--- src/cdt_params.svh ---
// Constants for the CPU data transfer unit: field positions, steps, reset values.
// Assumes it is included by its bare name, before any user of the macros.
`ifndef CDT_PARAMS_SVH
`define CDT_PARAMS_SVH

// ****************************************************************
// Register specifier layout
// ****************************************************************
`define CDT_SPEC_HI_BIT   3
`define CDT_SP_IDX        3'h7

// ****************************************************************
// Stack steps and reset values
// ****************************************************************
`define CDT_STEP_WORD     32'h00000002
`define CDT_STEP_LONG     32'h00000004
`define CDT_GPR_RST       32'h00000000
`define CDT_EVEN_MASK     32'hfffffffe

`endif

--- src/cdt_pkg.sv ---
// Types and helper functions of the CPU data transfer unit.
// Assumes cdt_params.svh is on the include path.
`default_nettype none
`include "cdt_params.svh"

package cdt_pkg;

  // ****************************************************************
  // Operand sizes, field lengths, operations, states
  // ****************************************************************
  typedef enum logic [1:0] {
    CDT_SZ_BYTE = 2'h0,
    CDT_SZ_WORD = 2'h1,
    CDT_SZ_LONG = 2'h2
  } cdt_size_t;

  typedef enum logic [1:0] {
    CDT_LEN_8  = 2'h0,
    CDT_LEN_16 = 2'h1,
    CDT_LEN_24 = 2'h2,
    CDT_LEN_32 = 2'h3
  } cdt_len_t;

  typedef enum logic [3:0] {
    CDT_OP_MOVE_RR    = 4'h0,
    CDT_OP_MOVE_LOAD  = 4'h1,
    CDT_OP_MOVE_STORE = 4'h2,
    CDT_OP_MOVE_IMM   = 4'h3,
    CDT_OP_POP        = 4'h4,
    CDT_OP_PUSH       = 4'h5,
    CDT_OP_RESTORE    = 4'h6,
    CDT_OP_SAVE       = 4'h7,
    CDT_OP_FROM_PSYNC = 4'h8,
    CDT_OP_TO_PSYNC   = 4'h9
  } cdt_op_t;

  // Gray order along idle, exec, mem, finish
  typedef enum logic [1:0] {
    CDT_ST_IDLE = 2'h0,
    CDT_ST_EXEC = 2'h1,
    CDT_ST_MEM  = 2'h3,
    CDT_ST_FIN  = 2'h2
  } cdt_state_t;

  // ****************************************************************
  // Helpers
  // ****************************************************************
  // Extend an 8/16/24/32-bit field, signed for displacements
  function automatic logic [31:0] cdt_field(input logic [31:0] raw, input cdt_len_t len, input logic sgn);
    case (len)
      CDT_LEN_8:  cdt_field = {{24{sgn & raw[7]}}, raw[7:0]};
      CDT_LEN_16: cdt_field = {{16{sgn & raw[15]}}, raw[15:0]};
      CDT_LEN_24: cdt_field = {{8{sgn & raw[23]}}, raw[23:0]};
      default:    cdt_field = raw;
    endcase
  endfunction

  // Pick byte, half or whole of a 32-bit register, right justified
  function automatic logic [31:0] cdt_part(input logic [31:0] val, input logic hi, input cdt_size_t sz);
    case (sz)
      CDT_SZ_BYTE: cdt_part = hi ? {24'h000000, val[7:0]} : {24'h000000, val[15:8]};
      CDT_SZ_WORD: cdt_part = hi ? {16'h0000, val[31:16]} : {16'h0000, val[15:0]};
      default:     cdt_part = val;
    endcase
  endfunction

  // Write a part into a register, keeping the other bits
  function automatic logic [31:0] cdt_merge(input logic [31:0] old, input logic hi, input cdt_size_t sz,
                                            input logic [31:0] data);
    case (sz)
      CDT_SZ_BYTE: cdt_merge = hi ? {old[31:8], data[7:0]} : {old[31:16], data[7:0], old[7:0]};
      CDT_SZ_WORD: cdt_merge = hi ? {data[15:0], old[15:0]} : {old[31:16], data[15:0]};
      default:     cdt_merge = data;
    endcase
  endfunction

  // Stack step: two for a word, four for a longword; code 3 counts as long
  function automatic logic [31:0] cdt_step(input cdt_size_t sz);
    cdt_step = sz[1] ? `CDT_STEP_LONG : `CDT_STEP_WORD;
  endfunction

endpackage
`default_nettype wire

--- src/cdt_regfile.sv ---
// General register file: eight 32-bit registers, three read ports and a stack pointer tap.
// Assumes writes are already merged to full width by the caller.
`timescale 1ns/1ns
`default_nettype none
`include "cdt_params.svh"

module cdt_regfile #(
  parameter int NREG = 8,
  parameter int IW   = 3
) (
  input  wire logic          clk_sys,
  input  wire logic          arst_n,
  input  wire logic          wr_en,
  input  wire logic [IW-1:0] wr_idx,
  input  wire logic [31:0]   wr_val,
  input  wire logic          sp_en,
  input  wire logic [31:0]   sp_val,
  input  wire logic [IW-1:0] rd_a_idx,
  input  wire logic [IW-1:0] rd_b_idx,
  input  wire logic [IW-1:0] rd_c_idx,
  output logic      [31:0]   rd_a,
  output logic      [31:0]   rd_b,
  output logic      [31:0]   rd_c,
  output logic      [31:0]   sp
);

  logic [31:0] gpr [NREG];

  // ****************************************************************
  // Read taps
  // ****************************************************************
  assign rd_a = gpr[rd_a_idx];
  assign rd_b = gpr[rd_b_idx];
  assign rd_c = gpr[rd_c_idx];
  assign sp   = gpr[`CDT_SP_IDX];

  // ****************************************************************
  // Write port; data write beats a same-cycle pointer update
  // ****************************************************************
  always_ff @(posedge clk_sys or negedge arst_n) begin
    if (!arst_n) begin
      for (int i = 0; i < NREG; i++) begin
        gpr[i] <= `CDT_GPR_RST;
      end
    end else begin
      for (int i = 0; i < NREG; i++) begin
        if (wr_en && (wr_idx == IW'(i))) begin
          gpr[i] <= wr_val;
        end else if (sp_en && (IW'(i) == `CDT_SP_IDX)) begin
          gpr[i] <= sp_val;
        end
      end
    end
  end

endmodule
`default_nettype wire

--- src/cdt_xfer.sv ---
// CPU data transfer unit: moves, loads, stores, immediates, push, pop, multi save and restore.
// Assumes a memory port that answers each request with a one-cycle ack, read data right justified.
`timescale 1ns/1ns
`default_nettype none
`include "cdt_params.svh"

module cdt_xfer #(
  parameter int NREG = 8,
  parameter int IW   = 3
) (
  input  wire logic                clk_sys,
  input  wire logic                arst_n,
  input  wire logic                cmd_valid,
  input  wire cdt_pkg::cdt_op_t    cmd_op,
  input  wire cdt_pkg::cdt_size_t  cmd_size,
  input  wire logic [3:0]          cmd_rd,
  input  wire logic [3:0]          cmd_rs,
  input  wire logic [IW-1:0]       cmd_ea_reg,
  input  wire logic                cmd_ea_abs,
  input  wire logic [31:0]         cmd_disp,
  input  wire cdt_pkg::cdt_len_t   cmd_disp_len,
  input  wire logic [31:0]         cmd_imm,
  input  wire cdt_pkg::cdt_len_t   cmd_imm_len,
  input  wire logic [IW-1:0]       cmd_first,
  input  wire logic [IW-1:0]       cmd_count,
  output logic                     cmd_ready,
  output logic                     done,
  output logic                     err,
  output logic                     mem_req,
  output logic                     mem_we,
  output logic [31:0]              mem_addr,
  output cdt_pkg::cdt_size_t       mem_size,
  output logic [31:0]              mem_wdata,
  input  wire logic                mem_ack,
  input  wire logic [31:0]         mem_rdata
);

  // ****************************************************************
  // Latched command
  // ****************************************************************
  cdt_pkg::cdt_state_t state;
  cdt_pkg::cdt_state_t next_state;
  cdt_pkg::cdt_op_t    op_q;
  cdt_pkg::cdt_size_t  size_q;
  logic [3:0]          rd_q;
  logic [3:0]          rs_q;
  logic [IW-1:0]       ea_q;
  logic                abs_q;
  logic [31:0]         disp_q;
  logic [31:0]         imm_q;
  logic [IW-1:0]       cur_q;
  logic [IW-1:0]       left_q;
  logic                bad_q;

  // ****************************************************************
  // Decode
  // ****************************************************************
  wire accept   = cmd_valid && cmd_ready;
  wire cmd_bad  = (cmd_op > cdt_pkg::CDT_OP_SAVE);
  wire is_multi = (op_q == cdt_pkg::CDT_OP_RESTORE) || (op_q == cdt_pkg::CDT_OP_SAVE);
  wire is_dec   = (op_q == cdt_pkg::CDT_OP_PUSH) || (op_q == cdt_pkg::CDT_OP_SAVE);
  wire is_inc   = (op_q == cdt_pkg::CDT_OP_POP) || (op_q == cdt_pkg::CDT_OP_RESTORE);
  wire is_load  = is_inc || (op_q == cdt_pkg::CDT_OP_MOVE_LOAD);
  wire is_mem   = is_load || is_dec || (op_q == cdt_pkg::CDT_OP_MOVE_STORE);
  wire is_rr    = (op_q == cdt_pkg::CDT_OP_MOVE_RR);
  wire is_imm   = (op_q == cdt_pkg::CDT_OP_MOVE_IMM);
  wire more     = is_multi && (left_q > IW'(1));
  wire ack_now  = (state == cdt_pkg::CDT_ST_MEM) && mem_ack;

  // Multi forms are longword only; byte stack ops are widened to word
  wire cdt_pkg::cdt_size_t eff_size = is_multi ? cdt_pkg::CDT_SZ_LONG :
                                      ((is_inc || is_dec) && (size_q == cdt_pkg::CDT_SZ_BYTE)) ?
                                      cdt_pkg::CDT_SZ_WORD : size_q;

  // Register halves chosen by the top bit of a specifier
  wire          src_hi = is_multi ? 1'b0 : rs_q[`CDT_SPEC_HI_BIT];
  wire          dst_hi = is_multi ? 1'b0 : rd_q[`CDT_SPEC_HI_BIT];
  wire [IW-1:0] src_ix = is_multi ? cur_q : rs_q[IW-1:0];
  wire [IW-1:0] dst_ix = is_multi ? cur_q : rd_q[IW-1:0];

  // ****************************************************************
  // Register file
  // ****************************************************************
  logic        wr_en;
  logic [31:0] wr_val;
  logic        sp_en;
  logic [31:0] sp_val;
  logic [31:0] rf_src;
  logic [31:0] rf_base;
  logic [31:0] rf_dst;
  logic [31:0] sp;

  cdt_regfile #(
    .NREG (NREG),
    .IW   (IW)
  ) u_regfile (
    .clk_sys  (clk_sys),
    .arst_n   (arst_n),
    .wr_en    (wr_en),
    .wr_idx   (dst_ix),
    .wr_val   (wr_val),
    .sp_en    (sp_en),
    .sp_val   (sp_val),
    .rd_a_idx (src_ix),
    .rd_b_idx (ea_q),
    .rd_c_idx (dst_ix),
    .rd_a     (rf_src),
    .rd_b     (rf_base),
    .rd_c     (rf_dst),
    .sp       (sp)
  );

  // ****************************************************************
  // Addresses and stack pointer arithmetic
  // ****************************************************************
  wire [31:0] step    = cdt_pkg::cdt_step(eff_size);
  wire [31:0] sp_dec  = sp - step;
  wire [31:0] sp_inc  = sp + step;
  wire [31:0] ea_move = abs_q ? disp_q : (rf_base + disp_q);
  wire [31:0] raw_ea  = is_dec ? sp_dec : (is_inc ? sp : ea_move);
  // No address error exists, so odd word accesses just drop bit zero
  wire [31:0] mem_ea  = (eff_size == cdt_pkg::CDT_SZ_BYTE) ? raw_ea : (raw_ea & `CDT_EVEN_MASK);

  // ****************************************************************
  // Write-back selection
  // ****************************************************************
  wire [31:0] src_part = cdt_pkg::cdt_part(rf_src, src_hi, eff_size);
  wire [31:0] src_val  = is_imm ? imm_q : src_part;
  wire [31:0] wb_data  = (state == cdt_pkg::CDT_ST_MEM) ? mem_rdata : src_val;

  assign wr_en  = ((state == cdt_pkg::CDT_ST_EXEC) && (is_rr || is_imm)) ||
                  (ack_now && is_load);
  assign wr_val = cdt_pkg::cdt_merge(rf_dst, dst_hi, eff_size, wb_data);
  // Pre-decrement when the request goes out, post-increment when the data returns
  assign sp_en  = ((state == cdt_pkg::CDT_ST_EXEC) && is_dec) || (ack_now && is_inc);
  assign sp_val = is_dec ? sp_dec : sp_inc;

  // ****************************************************************
  // Next state
  // ****************************************************************
  always_comb begin
    next_state = state;
    case (state)
      cdt_pkg::CDT_ST_IDLE: begin
        if (accept) begin
          next_state = cmd_bad ? cdt_pkg::CDT_ST_FIN : cdt_pkg::CDT_ST_EXEC;
        end
      end
      cdt_pkg::CDT_ST_EXEC: begin
        next_state = is_mem ? cdt_pkg::CDT_ST_MEM : cdt_pkg::CDT_ST_FIN;
      end
      cdt_pkg::CDT_ST_MEM: begin
        if (mem_ack) begin
          next_state = more ? cdt_pkg::CDT_ST_EXEC : cdt_pkg::CDT_ST_FIN;
        end
      end
      cdt_pkg::CDT_ST_FIN: begin
        next_state = cdt_pkg::CDT_ST_IDLE;
      end
      default: begin
        next_state = cdt_pkg::CDT_ST_IDLE;
      end
    endcase
  end

  // ****************************************************************
  // Command capture; fields extended once here
  // ****************************************************************
  always_ff @(posedge clk_sys or negedge arst_n) begin
    if (!arst_n) begin
      op_q   <= cdt_pkg::CDT_OP_MOVE_RR;
      size_q <= cdt_pkg::CDT_SZ_BYTE;
      rd_q   <= 4'h0;
      rs_q   <= 4'h0;
      ea_q   <= '0;
      abs_q  <= 1'b0;
      disp_q <= 32'h00000000;
      imm_q  <= 32'h00000000;
      bad_q  <= 1'b0;
    end else if (accept) begin
      op_q   <= cmd_op;
      size_q <= cmd_size;
      rd_q   <= cmd_rd;
      rs_q   <= cmd_rs;
      ea_q   <= cmd_ea_reg;
      abs_q  <= cmd_ea_abs;
      disp_q <= cdt_pkg::cdt_field(cmd_disp, cmd_disp_len, 1'b1);
      imm_q  <= cdt_pkg::cdt_field(cmd_imm, cmd_imm_len, 1'b0);
      bad_q  <= cmd_bad;
    end
  end

  // List walk: save goes upward, restore comes back downward
  always_ff @(posedge clk_sys or negedge arst_n) begin
    if (!arst_n) begin
      cur_q  <= '0;
      left_q <= '0;
    end else if (accept) begin
      cur_q  <= (cmd_op == cdt_pkg::CDT_OP_RESTORE) ? IW'(cmd_first + cmd_count - IW'(1)) : cmd_first;
      left_q <= cmd_count;
    end else if (ack_now && more) begin
      cur_q  <= (op_q == cdt_pkg::CDT_OP_SAVE) ? IW'(cur_q + IW'(1)) : IW'(cur_q - IW'(1));
      left_q <= IW'(left_q - IW'(1));
    end
  end

  // ****************************************************************
  // State, handshake and memory port registers
  // ****************************************************************
  always_ff @(posedge clk_sys or negedge arst_n) begin
    if (!arst_n) begin
      state     <= cdt_pkg::CDT_ST_IDLE;
      cmd_ready <= 1'b0;
      done      <= 1'b0;
      err       <= 1'b0;
    end else begin
      state     <= next_state;
      cmd_ready <= (next_state == cdt_pkg::CDT_ST_IDLE);
      done      <= (state == cdt_pkg::CDT_ST_FIN);
      err       <= (state == cdt_pkg::CDT_ST_FIN) && bad_q;
    end
  end

  // Request stays up until the ack; address and data frozen meanwhile
  always_ff @(posedge clk_sys or negedge arst_n) begin
    if (!arst_n) begin
      mem_req   <= 1'b0;
      mem_we    <= 1'b0;
      mem_addr  <= 32'h00000000;
      mem_size  <= cdt_pkg::CDT_SZ_BYTE;
      mem_wdata <= 32'h00000000;
    end else if ((state == cdt_pkg::CDT_ST_EXEC) && is_mem) begin
      mem_req   <= 1'b1;
      mem_we    <= !is_load;
      mem_addr  <= mem_ea;
      mem_size  <= eff_size;
      mem_wdata <= src_part;
    end else if (ack_now) begin
      mem_req   <= 1'b0;
    end
  end

endmodule
`default_nettype wire

--- config.mk ---
export PLATFORM = sky130hd
export DESIGN_NAME = cdt_xfer
export DESIGN_NICKNAME = d
export VERILOG_FILES = /design/src/cdt_pkg.sv /design/src/cdt_regfile.sv /design/src/cdt_xfer.sv
export VERILOG_INCLUDE_DIRS = /design/src
export SDC_FILE = /design/constraint.sdc
export NUM_CORES = 1
export LEC_CHECK = 0
export BUFFER_PORTS_ARGS = -buffer_cell sky130_fd_sc_hd__buf_2
export CAP_MARGIN = 15
export CORE_MARGIN = 5
export CORE_UTILIZATION = 55
export CTS_BUF_LIST = sky130_fd_sc_hd__clkbuf_8
export DETAILED_ROUTE_END_ITERATION = 8
export MAX_ROUTING_LAYER = met4
export PLACE_DENSITY = 0.74
export SYNTH_ARGS = -nofsm -noshare
export SYNTH_HDL_FRONTEND = slang
export SYNTH_SLANG_ARGS = --single-unit
--- constraint.sdc ---
create_clock -name clk_sys -period 5.6 [get_ports clk_sys]
set_input_delay 1.12 -clock clk_sys [delete_from_list [all_inputs] [get_ports clk_sys]]
set_output_delay 1.12 -clock clk_sys [all_outputs]
set_load 0.02 [all_outputs]
==> flow_summary_export.csv, run 1 <==
group,metric,value,unit
pwr,p_sw,11.66,mW
global_route,antenna_found_initial,3,
clock_tree,post_cts_buffers,0,
pwr,cellLeakagePower,13.64,nW
routing,first_pass_iters,6,
floorplan,initial_core_util,55.58,%
clock_tree,cts.sinks,418,
yosys,ys_warn_count,0,
timing,rsz0062_at_grt,"false",
yosys,netlist.area_leader.share,38.53,%
worst_setup_path,cp_data_arrival_time,5360,ps
worst_setup_path,cp_top_family,"compound AO/OA/AOI/OAI gates",
clock_tree,clk_pin_slew_worst_paths,60,ps
routing,ant_nets,0,
yosys,synth_top_flop_cell,"dfrtp_1",
pwr,peakVddDrop,0.0004989,V
clock_tree,cts_buffers,77,
yosys,synthTopCellsByCount,"nand2_1, dfrtp_1, o21ai_0, clkbuf_1, nor2_1",
worst_setup_path,crit_chain,"mux4_2 > mux2_2 > ha_1 > fa_1 > a21o_1 > nand4_1 > a21boi_0 > a221oi_1 > buf_4 > o21bai_1 > a211oi_1 > mux2i_1 > o31ai_1 > a21oi_1 > o21ai_0",
yosys,async_flop_share,100.0,%
worst_hold_path,hold_path.class,"flip-flop to flip-flop",
yosys,synth_edf_count,0,
final_layout,drive_gt1_share,17.44,%
clock_tree,ctsHtreeMaxLevel,3,
final_layout,finish.utilization,62.70,%
timing,worst_clock_skew,41.05,ps
floorplan,fp.dieW,232.2,um
timing,tns,0,ps
timing,max_slew_margin,24.95,%
floorplan,fp.dieH,232.2,um
final_layout,layout.nets,3615,
clock_tree,clk_latency,690,ps
placement,dp_hpwl,83150,um
flow_run,cap_violations,0,
timing,hold_viol_final,0,
global_route,grt_pass1_wl,168600,um
timing,fin_hold_ws,468.5,ps
yosys,syn_nets,3475,
floorplan,die-area,0.05391,mm^2
yosys,avgSynthCellArea,8.220,um^2
floorplan,boundaryPins,199,
clock_tree,cts_tree,"done",
floorplan,core-area,0.04885,mm^2
pwr,p_int,10.25,mW
timing,slew_violations,0,
clock_tree,clockRootBuffer,"clkbuf_8",
routing,num_vias,27570,
routing,route.detailed.wl_per_inst,27.57,um
worst_setup_path,cp-end-kind,"flip-flop",
worst_setup_path,path_class,"flip-flop to flip-flop",
pwr,clkPwrFrac,13.6,%
routing,wirelength,114700,um
placement,routabilityCongestion,1.058,
worst_setup_path,cp_max_fo,27,
pwr,power.share.switching,53.21,%
yosys,syn_inst,3303,
final_layout,area_growth_syn_to_layout,12.82,%
status,status,"finished, final reports clean",
yosys,ys_ff_latch,418,
pwr,seqPwrFrac,25.9,%
routing,viasPerCell,6.627,
worst_setup_path,path_buf_inv,1,
global_route,track_usage,42.88,%
worst_setup_path,crit_path_top_delay_cell,"dfrtp_4",
clock_tree,cts.hold.buffers_added,0,
clock_tree,cts-resized-gates,0,
worst_setup_path,start_kind,"flip-flop",
placement,dpl-instance-area,0.02911,mm^2
clock_tree,clockBufferDepth,3,
routing,dr.first_iter.drc_count,3997,
yosys,yosysSeqAreaShare,38.53,%
global_route,grt_max_degree,102,
global_route,grt_pass1_vias,26220,
yosys,synth_cell_types,86,
pwr,report.power.total,21.91,mW
global_route,gr-total-overflow,0,
timing,setup_violations,0,
timing,fin_crit_sh,86.25,%
pwr,p_comb_share,60.4,%
placement,portBuffers,198,
worst_setup_path,cp_data_required_time,6130,ps
pwr,p_per_area,715.4,mW/mm^2
floorplan,rows,81,
worst_setup_path,worst_path_largest_cell_delay,840,ps
timing,timing.final.crit_period,4830,ps
yosys,synth_top_area_cell,"dfrtp_1",
routing,drc_errors,0,
yosys,synthTopCellsByArea,"dfrtp_1, nand2_1, o21ai_0",
yosys,synth_most_common_cell,"nand2_1",
yosys,synth_area,0.02715,mm^2
final_layout,finish.instance_area,0.03063,mm^2
timing,max_freq,0.2070,GHz
timing,worstMarginPinSlew,1122,ps
[state kept, by name, indices dropped and copies added, names as in the netlist, 2 cells and up]
name	flops
cur_q	3
left_q	3
state	2
op_q	4
imm_q	32
size_q	2
rd_q	4
mem_size	2
ea_q	3
u_regfile.gpr	224
mem_addr	32
u_regfile.sp	32
disp_q	32
rs_q	4
mem_wdata	32
[power groups by stage]
stage	Sequential, mW	Clock, mW	Combinational (mW)
6_report	5.68	2.99	13.2
5_1_grt	5.77	3.15	13.9
4_1_cts	5.58	3.01	12.8
3_5_place_dp	5.61	0	12.7
3_3_place_gp	5.57	0	12.5
2_1_floorplan	5.09	0	7.99
[cells by family after synthesis]
group                      after synthesis  synth area share, %
AOI/OAI and AO/OA                      877                20.54
xor gates and xnor gates                89                2.871
adders and majority gates               44                2.138
buffers and inverters                  307                4.765
DFF                                    418                38.53
muxes                                  161                9.092
and+or+nand+nor                       1407                22.06
[final timing paths]
check | startpoint | endpoint | slack [ps] | cells past startpoint
max in group asynchronous | arst_n | ea_q[1] | 3930 | 2
hold / removal | bad_q | bad_q | 470 | 2
setup reg to reg | ea_q[0] | mem_addr[20] | 770 | 15
hold reg to reg | bad_q | bad_q | 470 | 2
setup / recovery | ea_q[0] | mem_addr[20] | 770 | 15
min in group asynchronous | arst_n | mem_addr[3] | 530 | 1
[metrics by stage]
stage	std cells	setup WS (ps)
2_1_floorplan	3303	759.6
3_3_place_gp	4028	935.6
3_5_place_dp	4028	887.1
4_1_cts	4155	865.2
5_1_grt	4158	545.5
6_report	4160	770.1
[layout by cell type, fill, tap and decap left out, types with 19 or more instances in the layout]
master / Yosys / final
inv_1: 40 / 59
buf_2: 46 / 197
mux4_2: 64 / 64
o21ai_0: 316 / 315
a21oi_1: 158 / 156
nor2_1: 162 / 159
a22o_1: 27 / 27
o221ai_1: 19 / 19
xor2_1: 37 / 37
xnor2_1: 52 / 52
nor3_1: 33 / 32
mux2i_1: 52 / 52
nand3_1: 130 / 123
o211ai_1: 30 / 30
and3_1: 54 / 54
mux2_2: 45 / 45
a21o_1: 29 / 27
ha_1: 40 / 40
a31oi_1: 46 / 46
clkbuf_8: 0 / 95
o21ai_1: 40 / 40
buf_4: 5 / 115
nand2_1: 919 / 918
dfrtp_1: 418 / 415
a311oi_1: 33 / 33
a211oi_1: 41 / 41
[layout make-up]
cell class                 count  area, um^2
antenna                        5       12.51
clock inverter                32       198.9
timing repair buffer         327        2145
multi-input combinational   2578       15520
sequential                   418       10470
fill                        4301       18220
tap                          664       830.8
clock buffer                  95        1308
inverter                      41       153.9
[worst reg2reg max path: stages, from the launching register on]
cell and delay (ps):
dfrtp_4 840, mux4_2 620, mux2_2 360, ha_1 250
fa_1 420, a21o_1 210, nand4_1 120, a21boi_0 160
a221oi_1 300, buf_4 210, o21bai_1 140, a211oi_1 480
mux2i_1 250, o31ai_1 90, a21oi_1 170, o21ai_0 80
[per-layer routing]
layer  part of all wire [%]  GRT usage, %  vias up
met3                     13         12.52      373
li1                       -             -    11980
met4                    5.7         20.86        0
met1                     38         56.36    13290
met5                      0             -        -
met2                     43         61.11     1933
No activity file was read; power rests on OpenSTA's default activity.
==> run 2, diff against run 1 <==
--- a/config.mk
+++ b/config.mk
@@ -9,11 +9,11 @@
 export BUFFER_PORTS_ARGS = -buffer_cell sky130_fd_sc_hd__buf_2
 export CAP_MARGIN = 15
 export CORE_MARGIN = 5
-export CORE_UTILIZATION = 55
+export CORE_UTILIZATION = 39
 export CTS_BUF_LIST = sky130_fd_sc_hd__clkbuf_8
 export DETAILED_ROUTE_END_ITERATION = 8
 export MAX_ROUTING_LAYER = met4
-export PLACE_DENSITY = 0.74
+export RECOVER_POWER = 25
 export SYNTH_ARGS = -nofsm -noshare
 export SYNTH_HDL_FRONTEND = slang
 export SYNTH_SLANG_ARGS = --single-unit
==> flow_summary_export.csv, run 2 (synthesis results as in run 1) <==
group,metric,value,unit
final_layout,final_cell_mix,"nand2_1, dfrtp_1, o21ai_0",
routing,drc_errors,0,
worst_setup_path,cp_max_fo,36,
worst_setup_path,start_kind,"flip-flop",
clock_tree,cts.hold.buffers_added,0,
floorplan,fp.dieH,273.9,um
placement,portBuffers,198,
global_route,grt_pass1_vias,25220,
worst_setup_path,path_buf_inv,2,
pwr,report.power.total,21.85,mW
timing,tns,0,ps
routing,wirelength,114000,um
pwr,cellLeakagePower,13.69,nW
worst_setup_path,cp-end-kind,"flip-flop",
floorplan,boundaryPins,199,
global_route,gr-total-overflow,0,
worst_setup_path,worst_path_most_repeated_cell,"buf_4",
timing,fin_crit_sh,86.33,%
final_layout,multi_input_area,0.01551,mm^2
floorplan,fp.dieW,273.9,um
final_layout,final-seq-area,0.01047,mm^2
timing,max_freq,0.2068,GHz
global_route,track_usage,30.53,%
pwr,p_per_area,703.6,mW/mm^2
final_layout,final_cells,4436,
worst_setup_path,cp_data_arrival_time,5370,ps
global_route,antenna_found_initial,1,
status,status,"complete, but fails checks",
pwr,peakVddDrop,0.0003761,V
routing,viasPerCell,6.014,
timing,slew_violations,150,
worst_setup_path,cp_data_required_time,6130,ps
timing,setup_violations,0,
timing,hold_viol_final,0,
flow_run,cap_violations,2,
final_layout,finish.utilization,45.12,%
timing,timing.final.crit_period,4835,ps
final_layout,area_growth_syn_to_layout,14.37,%
floorplan,initial_core_util,39.45,%
clock_tree,clockBufferDepth,3,
placement,dp_hpwl,83130,um
final_layout,final_common_cell,"nand2_1",
clock_tree,clockRootBuffer,"clkbuf_8",
routing,route.detailed.wl_per_inst,25.70,um
clock_tree,clk_latency,720,ps
worst_setup_path,path_class,"flip-flop to flip-flop",
clock_tree,ctsHtreeMaxLevel,3,
timing,rsz0062_at_grt,"false",
routing,dr.first_iter.drc_count,3424,
routing,first_pass_iters,8,
placement,routabilityCongestion,1.050,
final_layout,layout.nets,3616,
clock_tree,post_cts_buffers,0,
worst_hold_path,hold_path.class,"flip-flop to flip-flop",
timing,worstMarginPinSlew,3460,ps
final_layout,largest_reg_flops,224,
placement,dpl.cell_count,4294,
clock_tree,clk_pin_slew_worst_paths,60,ps
floorplan,die-area,0.07499,mm^2
final_layout,drive_gt1_share,17.58,%
worst_setup_path,crit_path_top_delay_cell,"dfrtp_1",
worst_setup_path,cp_top_family,"compound AO/OA/AOI/OAI gates",
floorplan,core-area,0.06883,mm^2
status,violations,"capacitance limit, slew limit",
final_layout,regMostFlops,"u_regfile.gpr",
clock_tree,cts_buffers,79,
worst_setup_path,crit_chain,"nand4b_4 > o21ai_4 > buf_4 > buf_4 > nand3_1 > a21oi_1 > a2111oi_2 > a221oi_2 > nor2_1 > a2111oi_4 > o21ai_1",
worst_setup_path,worst_path_largest_cell_delay,790,ps
global_route,grt_pass1_wl,168200,um
clock_tree,cts.sinks,418,
routing,ant_nets,0,
routing,num_vias,26680,
timing,worst_clock_skew,53.86,ps
global_route,grt_max_degree,96,
clock_tree,cts-resized-gates,0,
floorplan,rows,96,
timing,max_slew_margin,-130.8,%
final_layout,fill_cells,6855,
clock_tree,cts_tree,"done",
[run 2: area by class of cell]
cell class / instances / share of cell area [%]
diodes: 1 / 0.008059
clock buffers: 98 / 4.344
clock inverters: 43 / 1.060
inverters: 41 / 0.4956
multi-input cells: 2578 / 49.95
flip-flops and latches: 418 / 33.71
well taps: 931 / 3.751
repair buffers: 326 / 6.685
[run 2: routing by layer]
metal | wire (um) | global-route usage (%) | up-vias
met2 | 47520 | 42.84 | 1611
li1 | - | - | 11990
met5 | 0 | - | -
met3 | 13090 | 7.140 | 298
met1 | 47040 | 41.67 | 12780
met4 | 6374 | 14.70 | 0
[run 2: path summary, 6_finish.rpt]
kind / from / to / slack [ps] / cells past startpoint
min reg2reg: imm_q[22] / imm_q[22] / 460 / 2
max in group asynchronous: arst_n / u_regfile.gpr[72] / 2590 / 1
max: op_q[1] / u_regfile.gpr[178] / 770 / 11
min in group asynchronous: arst_n / u_regfile.gpr[231] / 1360 / 1
max reg2reg: op_q[1] / u_regfile.gpr[178] / 770 / 11
min: imm_q[22] / imm_q[22] / 460 / 2
[run 2: report_power, final]
| group | internal, mW | leakage (nW) | total (mW) | switching, mW |
|---|---|---|---|---|
| registers | 4.12 | 5.55 | 5.63 | 1.51 |
| logic | 4.36 | 7.20 | 13.0 | 8.59 |
| clock network | 1.81 | 0.937 | 3.26 | 1.45 |
| total | 10.3 | 13.7 | 21.8 | 11.6 |
[run 2: per-stage QoR]
stage	setup WS (ps)	instance area [um^2]	hold slack, ps
global placement	937.5	29390	450.3
CTS	887.5	31060	467.8
global route	526.3	31050	483.2
finish	765.5	31050	464.1
floorplan	759.6	27150	437.4
detailed placement	910.7	29390	454.4
[run 2: worst register-to-register path, cell delays in order, from the launching register on]
cell and delay, ps:
dfrtp_1 790, nand4b_4 390, o21ai_4 170, buf_4 440, buf_4 460, nand3_1 130, a21oi_1 410, a2111oi_2 160
a221oi_2 690, nor2_1 220, a2111oi_4 660, o21ai_1 150
